File: src/rtl/clkgc_pkg.sv
/*
 * Shared constants of the clock generator control and status block:
 * register byte offsets, field positions, reset values and load timing.
 * Assumes a 32-bit Avalon-MM slave port with word-aligned addresses.
 */
`default_nettype none
package clkgc_pkg;
    localparam int ADDR_W = 6;
    // Register byte offsets
    localparam logic [5:0] OFS_CTRL     = 6'h00;
    localparam logic [5:0] OFS_STATUS   = 6'h04;
    localparam logic [5:0] OFS_FLAGS    = 6'h08;
    localparam logic [5:0] OFS_MASK     = 6'h0c;
    localparam logic [5:0] OFS_CFG_BASE = 6'h10;
    // Pending config word indices, at OFS_CFG_BASE + 4 * index
    localparam int CFG_WORDS    = 8;
    localparam int CFG_XPOINT   = 0;
    localparam int CFG_DRIVE    = 1;
    localparam int CFG_PRESCALE = 2;
    localparam int CFG_INDIV    = 3;
    localparam int CFG_FB_RATIO = 4;
    localparam int CFG_FR_NUM   = 5;
    localparam int CFG_FR_DEN   = 6;
    localparam int CFG_OUTDIV   = 7;
    // Control fields
    localparam int CTRL_HARD    = 0;
    localparam int CTRL_SOFT    = 1;
    localparam int CTRL_PINSEL  = 2;
    localparam int CTRL_SEL_LO  = 4;
    localparam int CTRL_XTAL    = 6;
    localparam logic [31:0] CTRL_RESET = 32'h0000_0044;
    // Status fields: signal missing on 0..4, lock lost on 5, ready on 8
    localparam int MON_W        = 6;
    localparam int STAT_LOCK    = 5;
    localparam int STAT_READY   = 8;
    localparam logic [MON_W-1:0] MASK_RESET = 6'h00;
    // Field layout of the drive word
    localparam int DRV_LOWSUP   = 8;
    localparam logic [1:0] DRV_MIN = 2'h1;
    localparam logic [1:0] DRV_LOWSUP_MIN = 2'h2;
    // Output integer divider: even, 2 .. 2^25-2
    localparam int OUTDIV_W     = 25;
    localparam logic [24:0] OUTDIV_MIN = 25'h0000002;
    // Number of outputs and crosspoint sources
    localparam int OUTS         = 4;
    // Nonvolatile store contents, arbitrary defaults
    localparam logic [31:0] NVM_CTRL = 32'h0000_0044;
    localparam logic [31:0] NVM_CFG [CFG_WORDS] = '{
        32'h0000_00e4, 32'h0000_00ff, 32'h0000_0001, 32'h0000_0001,
        32'h0000_0064, 32'h0000_0000, 32'h0000_0001, 32'h0000_0002};
    // Cycles spent per word loaded from the store
    localparam int LOAD_NS      = 80;
    localparam int CLK_MHZ      = 125;
    localparam int LOAD_CYC     = (LOAD_NS * CLK_MHZ + 999) / 1000;
    localparam logic [4:0] LOAD_CYC_C = 5'(LOAD_CYC);
endpackage
`default_nettype wire

File: src/rtl/clkgc_control.sv
/*
 * Control and status logic of a multi-output clock generator: load from
 * the nonvolatile store, hard and soft reset, reference selection,
 * crystal mode, divider and crosspoint config, monitors with sticky
 * flags and the alert pin, all behind an Avalon-MM slave.
 * Assumes monitor and pin inputs are asynchronous to clk_sys.
 */
// Chosen here: the Avalon-MM register port and the placing of the registers.
`default_nettype none
// Overview of operation
// - After power-up, defaults load from the nonvolatile store.
// - Bus accesses stall until loading finishes; host waits.
// - Clock outputs stay off until loading completes.
// - Hard reset reloads every register and restarts all logic, bus too.
// - Hard reset comes from the reset pin or the hard reset bit.
// - Soft reset applies pending config without reloading the store.
// - Select pins: 00 input 0, 01 input 1, 10 input 2, 11 crystal.
// - A control bit picks pin or register reference selection.
// - Undriven select pins read high through pull-ups.
// - Monitor signal missing on five inputs and PLL lock lost.
// - Monitor states readable in status; lock lost on a pin.
// - Each status bit has a sticky flag set on assertion.
// - A sticky flag clears only by writing zero to it.
// - Interrupt asserts on status change (here only when an unmasked status bit goes high, not when one clears).
// - Each source has a mask bit blocking its interrupt.
// - Interrupt releases once software clears the causing flags.
// - Crystal or external clock mode; load caps off for external.
// - Output integer divider is even, 2 up to 2^25-2.
// - Crosspoint routes any fractional divider to any output.
// - Frequency plan from input, feedback, fractional, integer dividers.
// - Prescaler on the crystal path for clocks above 54 MHz.
// - Drive code 1 to 3; code 1 refused at lowest supply (here a written code 0 still becomes 1 at lowest supply).
module clkgc_control
    import clkgc_pkg::*;
(
    input  wire logic              clk_sys,
    input  wire logic              reset_n,
    input  wire logic [ADDR_W-1:0] address,
    input  wire logic              read,
    input  wire logic              write,
    input  wire logic [31:0]       writedata,
    output logic      [31:0]       readdata,
    output logic                   waitrequest,
    input  wire logic              hard_reset_pin_n,
    input  wire logic [1:0]        inSelPins,
    input  wire logic [4:0]        signal_missing,
    input  wire logic              lock_lost,
    output logic                   lock_lost_pin_n,
    output logic                   alert_pin_n,
    output logic [OUTS-1:0]        clkOutEnable,
    output logic [1:0]             refSelect,
    output logic                   crystalMode,
    output logic                   loadCapEnable,
    output logic [31:0]            crystal_prescaler,
    output logic [31:0]            inputDivider,
    output logic [31:0]            pll_feedback_ratio,
    output logic [31:0]            fracOutNum,
    output logic [31:0]            fracOutDen,
    output logic [OUTDIV_W-1:0]    outIntDivider,
    output logic [2*OUTS-1:0]      crosspointSel,
    output logic [2*OUTS-1:0]      single_ended_drive_code
);

    typedef enum logic [2:0] {
        LOAD_CLEAR = 3'b001,
        LOAD_WORDS = 3'b010,
        RUN        = 3'b100
    } clkgc_state_type;

    clkgc_state_type       state_q;
    logic [2:0]            loadIdx_q;
    logic [4:0]            loadCnt_q;
    logic [MON_W+2:0]      sync1_q;
    logic [MON_W+2:0]      sync2_q;
    logic [MON_W-1:0]      status_q;
    logic [MON_W-1:0]      stickyFlag_q;
    logic [MON_W-1:0]      mask_q;
    logic [31:0]           ctrl_q;
    logic [31:0]           pend_q [CFG_WORDS];
    logic                  waitReq_q;
    logic [31:0]           rdata_q;
    logic                  hardReq;
    logic                  ready;
    logic                  accept;
    logic                  wrDone;
    logic                  softReq;
    logic [MON_W-1:0]      statusNow;
    logic [MON_W-1:0]      flagClr;
    logic                  cfgHit;
    logic [2:0]            cfgIdx;
    logic [31:0]           rdMux;
    logic [31:0]           wrClean;

    // Pins cross into clk_sys through two flops
    always_ff @(posedge clk_sys or negedge reset_n) begin
        if (!reset_n) begin
            // Pins idle high, monitors idle clear: no false flag after reset
            sync1_q <= {3'b111, {MON_W{1'b0}}};
            sync2_q <= {3'b111, {MON_W{1'b0}}};
        end else begin
            sync1_q <= {hard_reset_pin_n, inSelPins, lock_lost, signal_missing};
            sync2_q <= sync1_q;
        end
    end

    assign statusNow = sync2_q[MON_W-1:0];
    assign ready     = (state_q == RUN);
    assign accept    = ready && (read || write) && waitReq_q;
    assign wrDone    = ready && write && !waitReq_q;
    assign cfgHit    = (address >= OFS_CFG_BASE) &&
                       (address < 6'(OFS_CFG_BASE + 4 * CFG_WORDS));
    assign cfgIdx    = 3'((address - OFS_CFG_BASE) >> 2);
    assign hardReq   = !sync2_q[MON_W+2] ||
                       (wrDone && address == OFS_CTRL && writedata[CTRL_HARD]);
    assign softReq   = wrDone && address == OFS_CTRL && writedata[CTRL_SOFT];
    assign flagClr   = (wrDone && address == OFS_FLAGS) ? ~writedata[MON_W-1:0] : '0;

    // Load sequence from the nonvolatile store
    always_ff @(posedge clk_sys or negedge reset_n) begin
        if (!reset_n) begin
            state_q   <= LOAD_CLEAR;
            loadIdx_q <= 3'h0;
            loadCnt_q <= 5'h00;
        end else if (hardReq) begin
            state_q   <= LOAD_CLEAR;
            loadIdx_q <= 3'h0;
            loadCnt_q <= 5'h00;
        end else begin
            case (state_q)
                LOAD_CLEAR: begin
                    state_q <= LOAD_WORDS;
                end
                LOAD_WORDS: begin
                    if (loadCnt_q == LOAD_CYC_C - 5'h01) begin
                        loadCnt_q <= 5'h00;
                        loadIdx_q <= loadIdx_q + 3'h1;
                        if (loadIdx_q == 3'(CFG_WORDS - 1)) begin
                            state_q <= RUN;
                        end
                    end else begin
                        loadCnt_q <= loadCnt_q + 5'h01;
                    end
                end
                RUN: begin
                    state_q <= RUN;
                end
                default: begin
                    state_q <= LOAD_CLEAR;
                end
            endcase
        end
    end

    // Sanitise config writes: even divider, drive code 0 to 1, code 1 to 2 at lowest supply
    always_comb begin
        wrClean = writedata;
        if (cfgIdx == 3'(CFG_OUTDIV)) begin
            wrClean = {7'h00, writedata[OUTDIV_W-1:1], 1'b0};
            if (wrClean[OUTDIV_W-1:0] < OUTDIV_MIN) begin
                wrClean = {7'h00, OUTDIV_MIN};
            end
        end
        if (cfgIdx == 3'(CFG_DRIVE)) begin
            for (int i = 0; i < OUTS; i++) begin
                if (writedata[2*i +: 2] < DRV_MIN) begin
                    wrClean[2*i +: 2] = DRV_MIN;
                end
                if (writedata[DRV_LOWSUP] && writedata[2*i +: 2] == DRV_MIN) begin
                    wrClean[2*i +: 2] = DRV_LOWSUP_MIN;
                end
            end
        end
    end

    // Pending config words: loaded from the store, written by software
    always_ff @(posedge clk_sys or negedge reset_n) begin
        if (!reset_n) begin
            for (int i = 0; i < CFG_WORDS; i++) begin
                pend_q[i] <= 32'h0000_0000;
            end
        end else if (state_q == LOAD_WORDS) begin
            pend_q[loadIdx_q] <= NVM_CFG[loadIdx_q];
        end else if (wrDone && cfgHit) begin
            pend_q[cfgIdx] <= wrClean;
        end
    end

    // Control word; reset and soft bits read back as zero
    always_ff @(posedge clk_sys or negedge reset_n) begin
        if (!reset_n) begin
            ctrl_q <= CTRL_RESET;
        end else if (state_q == LOAD_CLEAR) begin
            ctrl_q <= NVM_CTRL;
        end else if (wrDone && address == OFS_CTRL) begin
            ctrl_q <= writedata & 32'h0000_007c;
        end
    end

    // Active config follows pending on a soft reset or after loading
    always_ff @(posedge clk_sys or negedge reset_n) begin
        if (!reset_n) begin
            crystal_prescaler  <= 32'h0000_0000;
            inputDivider       <= 32'h0000_0000;
            pll_feedback_ratio <= 32'h0000_0000;
            fracOutNum         <= 32'h0000_0000;
            fracOutDen         <= 32'h0000_0000;
            outIntDivider      <= OUTDIV_MIN;
            crosspointSel      <= '0;
            single_ended_drive_code <= '0;
        end else if (softReq || (state_q == LOAD_WORDS &&
                     loadIdx_q == 3'(CFG_WORDS - 1) && loadCnt_q == LOAD_CYC_C - 5'h01)) begin
            crystal_prescaler  <= pend_q[CFG_PRESCALE];
            inputDivider       <= pend_q[CFG_INDIV];
            pll_feedback_ratio <= pend_q[CFG_FB_RATIO];
            fracOutNum         <= pend_q[CFG_FR_NUM];
            fracOutDen         <= pend_q[CFG_FR_DEN];
            outIntDivider      <= pend_q[CFG_OUTDIV][OUTDIV_W-1:0];
            crosspointSel      <= pend_q[CFG_XPOINT][2*OUTS-1:0];
            single_ended_drive_code <= pend_q[CFG_DRIVE][2*OUTS-1:0];
        end
    end

    // Reference select, crystal mode, output gating
    always_ff @(posedge clk_sys or negedge reset_n) begin
        if (!reset_n) begin
            refSelect     <= 2'h3;
            crystalMode   <= 1'b1;
            loadCapEnable <= 1'b0;
            clkOutEnable  <= '0;
        end else begin
            if (ctrl_q[CTRL_PINSEL]) begin
                refSelect <= sync2_q[MON_W+1:MON_W];
            end else begin
                refSelect <= ctrl_q[CTRL_SEL_LO +: 2];
            end
            crystalMode   <= ctrl_q[CTRL_XTAL];
            loadCapEnable <= ctrl_q[CTRL_XTAL] && ready;
            clkOutEnable  <= ready ? '1 : '0;
        end
    end

    // Monitors, sticky flags and mask
    always_ff @(posedge clk_sys or negedge reset_n) begin
        if (!reset_n) begin
            status_q     <= '0;
            stickyFlag_q <= '0;
            mask_q       <= MASK_RESET;
        end else if (state_q == LOAD_CLEAR) begin
            status_q     <= '0;
            stickyFlag_q <= '0;
            mask_q       <= MASK_RESET;
        end else begin
            status_q <= statusNow;
            // Set beats a clear in the same cycle
            stickyFlag_q <= (stickyFlag_q & ~flagClr) |
                            (statusNow & ~status_q);
            if (wrDone && address == OFS_MASK) begin
                mask_q <= writedata[MON_W-1:0];
            end
        end
    end

    // Pins
    always_ff @(posedge clk_sys or negedge reset_n) begin
        if (!reset_n) begin
            lock_lost_pin_n <= 1'b1;
            alert_pin_n     <= 1'b1;
        end else begin
            lock_lost_pin_n <= !status_q[STAT_LOCK];
            alert_pin_n     <= !(|(stickyFlag_q & ~mask_q));
        end
    end

    always_comb begin
        rdMux = 32'h0000_0000;
        case (address)
            OFS_CTRL:   rdMux = ctrl_q;
            OFS_STATUS: rdMux = {23'h0, ready, 2'h0, status_q};
            OFS_FLAGS:  rdMux = {26'h0, stickyFlag_q};
            OFS_MASK:   rdMux = {26'h0, mask_q};
            default: begin
                if (cfgHit) begin
                    rdMux = pend_q[cfgIdx];
                end
            end
        endcase
    end

    // Avalon-MM answer: waitrequest held high until loaded, one low cycle per access
    always_ff @(posedge clk_sys or negedge reset_n) begin
        if (!reset_n) begin
            waitReq_q <= 1'b1;
            rdata_q   <= 32'h0000_0000;
        end else if (hardReq || !ready) begin
            waitReq_q <= 1'b1;
            rdata_q   <= 32'h0000_0000;
        end else if (accept) begin
            waitReq_q <= 1'b0;
            rdata_q   <= read ? rdMux : 32'h0000_0000;
        end else begin
            waitReq_q <= 1'b1;
        end
    end

    assign waitrequest = waitReq_q;
    assign readdata    = rdata_q;

endmodule
`default_nettype wire

File: config.mk
export PLATFORM = sky130hd
export DESIGN_NAME = clkgc_control
export DESIGN_NICKNAME = d
export VERILOG_FILES = /design/src/rtl/clkgc_pkg.sv /design/src/rtl/clkgc_control.sv
export SDC_FILE = /design/constraint.sdc
export NUM_CORES = 1
export LEC_CHECK = 0
export ABC_AREA = 1
export ABC_CLOCK_PERIOD_IN_PS = 1900
export BUFFER_PORTS_ARGS = -buffer_cell sky130_fd_sc_hd__buf_2
export CORE_ASPECT_RATIO = 2
export CORE_MARGIN = 3
export CORE_UTILIZATION = 40
export DETAILED_ROUTE_END_ITERATION = 8
export SYNTH_ARGS = -nofsm -noshare
export SYNTH_HDL_FRONTEND = slang
export SYNTH_SLANG_ARGS = --single-unit
File: constraint.sdc
create_clock -name clk_sys -period 1.9 [get_ports clk_sys]
set_input_delay 0.57 -clock clk_sys [delete_from_list [all_inputs] [get_ports clk_sys]]
set_output_delay 0.57 -clock clk_sys [all_outputs]
set_load 0.01 [all_outputs]
# [After elaboration in Yosys (flattened, before gate mapping)]
# Memories as Yosys holds them, arrays and structs flattened.
# Index checks and enable logic that the tools add are counted.
[word_totals] reg_bits=579 n_memories=1 elab_cells=163 rom_bits=256
[op_classes] addsub=3 n_reduce_logical=39 bitwise=10 n_mux=50 n_eq_ne=16 order_cmp=11
[mem_list] name="(no name shown)" depth=8 width=32 read_ports=1 rd_ports_with_merged_regs=0 wr=0 line="clkgc_control.sv:182" source="pend_q[loadIdx_q] <= NVM_CFG[loadIdx_q];"
[op_table] op="bitwise mux 256 bit" count=2
[op_table] op="2-to-1 mux 256 bit" count=2
[op_table] op="2-to-1 mux 32 bit" count=13
[op_table] op="demux 32 bit (select 3 bit)" count=2
[op_table] op="one-hot mux 32 bit (4 select lines)" count=1
[op_table] op="binary-select mux 32 bit (select 3 bit)" count=1
[op_table] op="2-to-1 mux 6 bit" count=5
[op_table] op="< comparator 25 x 2 -> 1 bit, second input constant" count=1
[op_table] op="2-to-1 mux 25 bit" count=1
[op_table] op="NOT 6 bit" count=4
[op_table] op="logical AND 1 bit" count=20
[op_table] op="AND 6 bit" count=3
[op_table] op="2-to-1 mux 2 bit" count=9
[op_table] op="2-to-1 mux 3 bit" count=6
[op_table] op="2-to-1 mux 5 bit" count=3
[op_table] op="== test 6 x 4 -> 1 bit, second input constant" count=2
[op_table] op="nonzero test 2 bit" count=6
[op_table] op="== test 3 bit, second input constant" count=3
[op_table] op="one-hot mux 3 bit (3 select lines)" count=1
[op_table] op="== test 2 x 1 -> 1 bit, second input constant" count=4
[op_table] op="greater-or-equal comparator 4 bit, second input constant" count=2
[op_table] op="< comparator 2 x 1 -> 1 bit, second input constant" count=4
[op_table] op="< comparator 4 x 1 -> 1 bit, second input constant" count=2
[op_table] op="2-to-1 mux 8 bit" count=1
[op_table] op="other kinds (19)" count=31

# [Depth between registers and ports, before layout]
# Gate-level depths: netlist (run 1).
[logic_depth] depth_word=10 depth_mapped=15 mapped_depth_nobuf=11

# [Least setup slack after synthesis (run 1)]
# OpenSTA, ideal clock, no wires.
[synth_timing] kind="input-to-reg" startpoint="in address[4]" endpoint="reg crystal_prescaler[22]" required_ns=1.770 arrival_time_ns=2.495 path_stages=15 setup_slack_ns=-0.726 path_cell_list="buf_2 inv_1 buf_2 clkbuf_1 ha_1 nand3_1 nor2_4 nand3_1 nand2_2 inv_2 buf_6 buf_6 buf_6 nand2_1 o21ai_1"
[synth_via] elab_chain_cells=4
[synth_lines] element="from (decl)" line="clkgc_control.sv:38" source="input wire logic [ADDR_W-1:0] address,"
[synth_lines] element="logical NOT 6 bit" line="clkgc_control.sv:115" source="assign softReq = wrDone && address == OFS_CTRL && writedata[CTRL_SOFT];"
[synth_lines] element="logical AND 1 bit (2 in a row)" line="clkgc_control.sv:115"
[synth_lines] element="logical OR 1 bit" line="clkgc_control.sv:210" source="end else if (softReq || (state_q == LOAD_WORDS &&"
[synth_lines] element="to (signal assigned)" line="clkgc_control.sv:212" source="crystal_prescaler <= pend_q[CFG_PRESCALE];"
[synth_lines] element="to (decl)" line="clkgc_control.sv:54" source="output logic [31:0] crystal_prescaler,"
# No other way between the ends.
# A chain may end at the register's enable or synchronous reset.

# [Worst setup path in the final report (run 1)]
[layout_timing] startpoint="reg rdata_q[11], in the netlist readdata[11]" endpoint="out readdata[11]"
[layout_lines] element="from (decl)" line="clkgc_control.sv:81" source="logic [31:0] rdata_q;"
[layout_lines] element="from (signal assigned)" line="clkgc_control.sv:299" source="rdata_q <= read ? rdMux : 32'h0000_0000;"
[layout_lines] element="to (decl)" line="clkgc_control.sv:42" source="output logic [31:0] readdata,"
# No word-level cell between the ends.

==> metrics.cfg, run 1 <==
[logic_synthesis]
synth-seq-area-share=0.599
synth_edf_count=0
synth_flop_cell=dfrtp_1
synth_cell_types=46
synthSimpleGateAreaFrac=0.172
async_reset_ff_frac=1.00
synth_mux_area_frac=0.00261
synthAdderAreaFrac=0.00381
synth_area_um2=23000
synth_top_family_by_area=simple AND/OR/NAND/NOR gates
synth_fp_nets=2570
avgSynthCellArea_um2=9.14
synth_compound_area_frac=0.141
syn_inst=2512
synth_seq_cells=549
yosys_warnings=0
synth_xor_area_frac=0.00114

[critical_path]
endpoint_kind=output port
crit_required_ps=1330
path_delay_family=flip-flops
cpPeakStageDelay_ps=470
cpMaxStageDelayCell=dfrtp_1
worstPathCellList=buf_2
arrival_ps=1260
worstSetupPathType=reg -> out
path_max_fanout=2
cp_num_buf_inv=1
critPathLaunchType=register

[detailed_routing]
ant_nets=0
drtIter0Drc=1738
via_per_inst=5.37
drt_first_pass_iters=5
drcViolationCount=0
routed-via-count=20300
wl_um=89700
wl_per_cell_um=23.7

[sta]
rsz0062_at_grt=yes
finalCritPeriodShare=0.965
tightest_slew_ps=759
clock_skew_ps=27.1
fmax_mhz=545
relSlewSlack=0.491
finalMaxSlewViolations=0
final_hold_viol_count=0
min_period_ps=1830
setup_violations=0

[grt]
grt_pass1_vias=20900
grt_pass1_wl_um=132000
grt_max_degree=82
grt_usage=0.294
grt.overflow.total=0
antenna_found_initial=2

[clock_network]
clk_pin_slew_ps=70
cts_sinks=549
cts_buffers=51
cts-root-buf=clkbuf_16
clockBufferDepth=3
worstSkewPairLatency_ps=610
cts_tree=built
h-tree-depth=2

[floorplanning]
die-area_um2=60500
initial_utilization=0.407
num_io_pins=295
rows=123
core_area_um2=56500
dieWidth_um=175
die_h_um=345

[final_layout]
layout_common_cells=655 x nand2_1, 533 x dfrtp_1, 293 x buf_2, 258 x inv_1, 206 x o21ai_0
n_antenna_cell=0
fin_area_um2=29500
drive_above_1_share=0.247
final_common_cell=nand2_1
instances_no_fill=3789
fin_nets=3055
area_growth_pct=28.3

[place]
post_dp_cell_area_um2=27500
post-dp-hpwl_um=67900
place_congestion=1.06
portBuffers=294
dp_cells=3681

[power_and_ir_drop]
ir_worst_vdd_v=0.000787
leakagePower_nw=14.6
p_per_area_nw_per_um2=878

[run_status]
status=completed

[hold_path]
hold_class=in -> reg

[job]
maxCapViolCount=0

-- power by group --
group	total, W	leakage, nW	internal, W	switching, W
registers	0.0123	6.17	0.0121	0.000194
clock network	0.0110	0.880	0.00621	0.00475
logic	0.00265	7.55	0.000912	0.00174
-- cell usage after synthesis, types with 2 or more instances --
cell type	n	area (µm²)
o22ai_2	10	125
inv_1	261	980
buf_4	15	113
nor2_2	8	50.1
buf_1	3	11.3
mux2i_1	6	60.1
xor2_1	2	17.5
buf_2	45	225
o211ai_1	7	52.6
nand2_1	664	2490
nand4_1	38	238
nor2_1	124	465
o21ai_1	92	460
o22ai_1	154	963
o21ai_0	219	1100
a31oi_1	3	18.8
clkinv_1	12	45.0
nor2_4	3	33.8
dfstp_2	16	420
o2111ai_1	2	17.5
inv_2	18	67.6
nand2_2	8	50.1
nand3_2	2	20.0
buf_6	17	191
ha_1	7	87.6
a22oi_1	38	285
nor3_4	2	32.5
nor3_1	7	35.0
clkbuf_1	57	214
dfrtp_1	533	13300
nand2_4	2	22.5
nand3_1	89	445
a21oi_1	35	175
-- repair_timing --
action / CTS / global route
buffers inserted: 1 / 7
cloned: 3 / 1
resized for setup: 5 / 33
setup endpoints to repair: 191 / 350
pin swaps: 1 / 4
hold endpoints to repair: 16 / 0
hold buffers: 1 / 0
-- per-layer routing --
metal  track usage  part of all wire  vias up
li1              -                 -     9212
met1         0.314              0.34     9988
met2         0.522              0.51      844
met3        0.0323             0.048      300
met4         0.239              0.10        2
met5             0          0.000078        -
-- path summary, 6_finish.rpt --
check	from	to	slack, ps	cells past startpoint
worst max-delay path	readdata[11]	readdata[11]	70	1
worst min-delay path	inSelPins[1]	sync1_q[7]	70	1
worst max register to register	state_q[2]	pend_q[151]	90	9
worst min register to register	sync1_q[5]	sync2_q[5]	350	0
max in group asynchronous	reset_n	fracOutDen[15]	670	4
min in group asynchronous	reset_n	loadCnt_q[0]	430	2
-- state kept, by name (all words and copies together) (netlist names), 3 cells and up --
register and flops:
mask_q 6, outIntDivider 25, loadCnt_q 5, fracOutDen 32, sync2_q 9, crosspointSel 8, loadIdx_q 3, sync1_q 9
fracOutNum 32, stickyFlag_q 6, single_ended_drive_code 8, state_q 3, readdata 32, ctrl_q 5, pll_feedback_ratio 32, inputDivider 32
status_q 6, pend_q 256, crystal_prescaler 32
-- kinds of logic after synthesis --
group                      after synthesis
AOI/OAI and AO/OA                      565
adders and majority gates                7
and+or+nand+nor                        953
buffers and inverters                  429
muxes                                    6
DFF                                    549
xor gates and xnor gates                 3
-- area by class of cell --
class / instances / area, µm²
Clock buffer: 68 / 1440
Clock inverter: 27 / 335
Fill cell: 5365 / 27000
Inverter: 292 / 1130
Multi-Input combinational cell: 1534 / 7540
Sequential cell: 549 / 13800
Tap cell: 750 / 938
Timing Repair Buffer: 566 / 4300
Timing Repair inverter: 3 / 26.3
-- per-stage QoR --
stage	hold slack [ps]	setup TNS [ps]	util	power (W)	setup slack, ps
5_1_grt	53.7	-1020	0.522	0.0267	-58.1
3_5_place_dp	338	-72810	0.486	0.0151	-719
3_3_place_gp	336	-65810	0.486	0.0150	-704
6_report	67.0	0	0.522	0.0259	66.1
2_1_floorplan	274	-96440	-	0.0135	-273
4_1_cts	38.5	0	0.519	0.0260	13.8
Power figures use the tool's default switching activity.
==> run 2, diff against run 1 <==
--- a/config.mk
+++ b/config.mk
@@ -7,7 +7,7 @@
 export LEC_CHECK = 0
 export ABC_AREA = 1
 export ABC_CLOCK_PERIOD_IN_PS = 1900
-export BUFFER_PORTS_ARGS = -buffer_cell sky130_fd_sc_hd__buf_2
+export BUFFER_PORTS_ARGS = -buffer_cell sky130_fd_sc_hd__buf_4
 export CORE_ASPECT_RATIO = 2
 export CORE_MARGIN = 3
 export CORE_UTILIZATION = 40
==> run 2 against run 1 <==
Power is 1.4% lower. Final cell count is 0.29% lower. Clock skew is 2.2 ps lower. Maximum frequency is 0.35% higher. First-iteration DRC count is 15% lower. Sequential cell count stayed put. Setup slack better by 6.3 ps. Clock-buffer cell count is 2 lower. Largest cell class unchanged.
==> metrics.cfg, run 2 (same netlist as run 1, synthesis figures left out) <==
[sta]
finalMaxSlewViolations=0
clock_skew_ps=25.0
min_period_ps=1830
setup_violations=0
final_hold_viol_count=0
rsz0062_at_grt=yes
relSlewSlack=0.484
tightest_slew_ps=774
fin_setup_tns_ps=0
finalCritPeriodShare=0.962
fmax_mhz=547

[power_and_ir_drop]
ir_worst_vdd_v=0.000680
p_per_area_nw_per_um2=849
leakagePower_nw=14.9

[grt]
grt_max_degree=78
grt_pass1_wl_um=131000
grt_usage=0.294
grt.overflow.total=0
antenna_found_initial=0
grt_pass1_vias=20900

[hold_path]
hold_class=in -> reg

[clock_network]
cts_buffers=49
cts_tree=built
clockBufferDepth=3
clk_pin_slew_ps=70
h-tree-depth=2
cts_sinks=549
worstSkewPairLatency_ps=610
cts-root-buf=clkbuf_16

[floorplanning]
core_area_um2=56500
die-area_um2=60500
initial_utilization=0.407
num_io_pins=295
dieWidth_um=175
rows=123
die_h_um=345

[critical_path]
path_max_fanout=21
crit_required_ps=2380
worstSetupPathType=reg -> reg
endpoint_kind=register
critPathLaunchType=register
arrival_ps=2310

[detailed_routing]
drcViolationCount=0
drt_first_pass_iters=7
drtIter0Drc=1483
via_per_inst=5.33
wl_um=90600
routed-via-count=20100
ant_nets=0
wl_per_cell_um=24.0

[job]
maxCapViolCount=0

[final_layout]
drive_above_1_share=0.245
top_register=pend_q
largest_reg_flops=256
final_common_cell=nand2_1
area_growth_pct=30.8
fin_nets=3050
n_antenna_cell=0
fillers=5328
fin_area_um2=30000
layout_common_cells=655 x nand2_1, 533 x dfrtp_1, 507 x buf_4, 260 x inv_1, 214 x o21ai_0

[place]
portBuffers=294
place_congestion=0.995
post_dp_cell_area_um2=28100
post-dp-hpwl_um=69800

[run_status]
status=completed

-- run 2: cell count changes in the layout (fill, tap and decap cells not counted), sizes merged --
cell	change
buf	-3
clkinvlp	+2
bufinv	-1
inv	-7
clkinv	-3
clkbuf	+1
-- run 2: routing by layer --
| metal | wire length [µm] | vias to the layer above | track usage |
|---|---|---|---|
| met5 | 0 | - | 0 |
| met4 | 8590 | 0 | 0.229 |
| met3 | 3940 | 279 | 0.0288 |
| met2 | 47300 | 789 | 0.534 |
| met1 | 30800 | 9885 | 0.308 |
| li1 | - | 9184 | - |
-- run 2: final timing paths --
path / slack [ps] / from / cells past startpoint / end
worst max register to register: 70 / state_q[0] / 12 / pend_q[111]
worst min-delay path: 80 / hard_reset_pin_n / 1 / sync1_q[8]
worst max-delay path: 70 / state_q[0] / 12 / pend_q[111]
max in group asynchronous: 630 / reset_n / 4 / outIntDivider[17]
min in group asynchronous: 430 / reset_n / 2 / crystal_prescaler[5]
worst min register to register: 350 / sync1_q[0] / 0 / sync2_q[0]
-- run 2: critical path, cell delays in order, from the launching register on --
cell     delay, ps
dfstp_2        540
nor2_1          50
nand2_2        110
buf_8          160
buf_4          120
nand2_1         40
nor2_1         100
inv_2           60
nor2_4         110
nor2_2          60
inv_2           70
buf_12         180
o22ai_1         90
-- run 2: final cells by class --
type / instances / area, µm² / area share
Sequential cell: 549 / 13800 / 0.458
Multi-Input combinational cell: 1534 / 7550 / 0.251
Timing Repair Buffer: 566 / 4980 / 0.166
Clock buffer: 66 / 1390 / 0.0463
Inverter: 292 / 1130 / 0.0377
Tap cell: 750 / 938 / 0.0312
Clock inverter: 21 / 285 / 0.00950
-- run 2: metrics by stage --
| stage | util | total power [W] | instances | worst slack [ps] | hold slack [ps] |
|---|---|---|---|---|---|
| 2_1_floorplan | - | 0.0135 | 2512 | -273 | 274 |
| 3_3_place_gp | 0.498 | 0.0151 | 3684 | -816 | 336 |
| 3_5_place_dp | 0.498 | 0.0152 | 3684 | -817 | 341 |
| 4_1_cts | 0.528 | 0.0257 | 3772 | 14.1 | 51.0 |
| 5_1_grt | 0.532 | 0.0263 | 3778 | -38.4 | 64.9 |
| 6_report | 0.532 | 0.0255 | 3778 | 72.4 | 82.4 |
-- run 2: what timing repair did --
action	CTS	global route
cloned	0	4
setup buffers	0	2
endpoints found under the hold margin	15	0
hold buffers	1	0
endpoints found under the setup margin	62	195
resized for setup	6	27
pin swaps	0	1
-- run 2: report_power, final --
part           switching (W)  total [W]  internal, W
logic                0.00175    0.00270     0.000940
registers           0.000242     0.0123       0.0121
clock network        0.00464     0.0105      0.00587
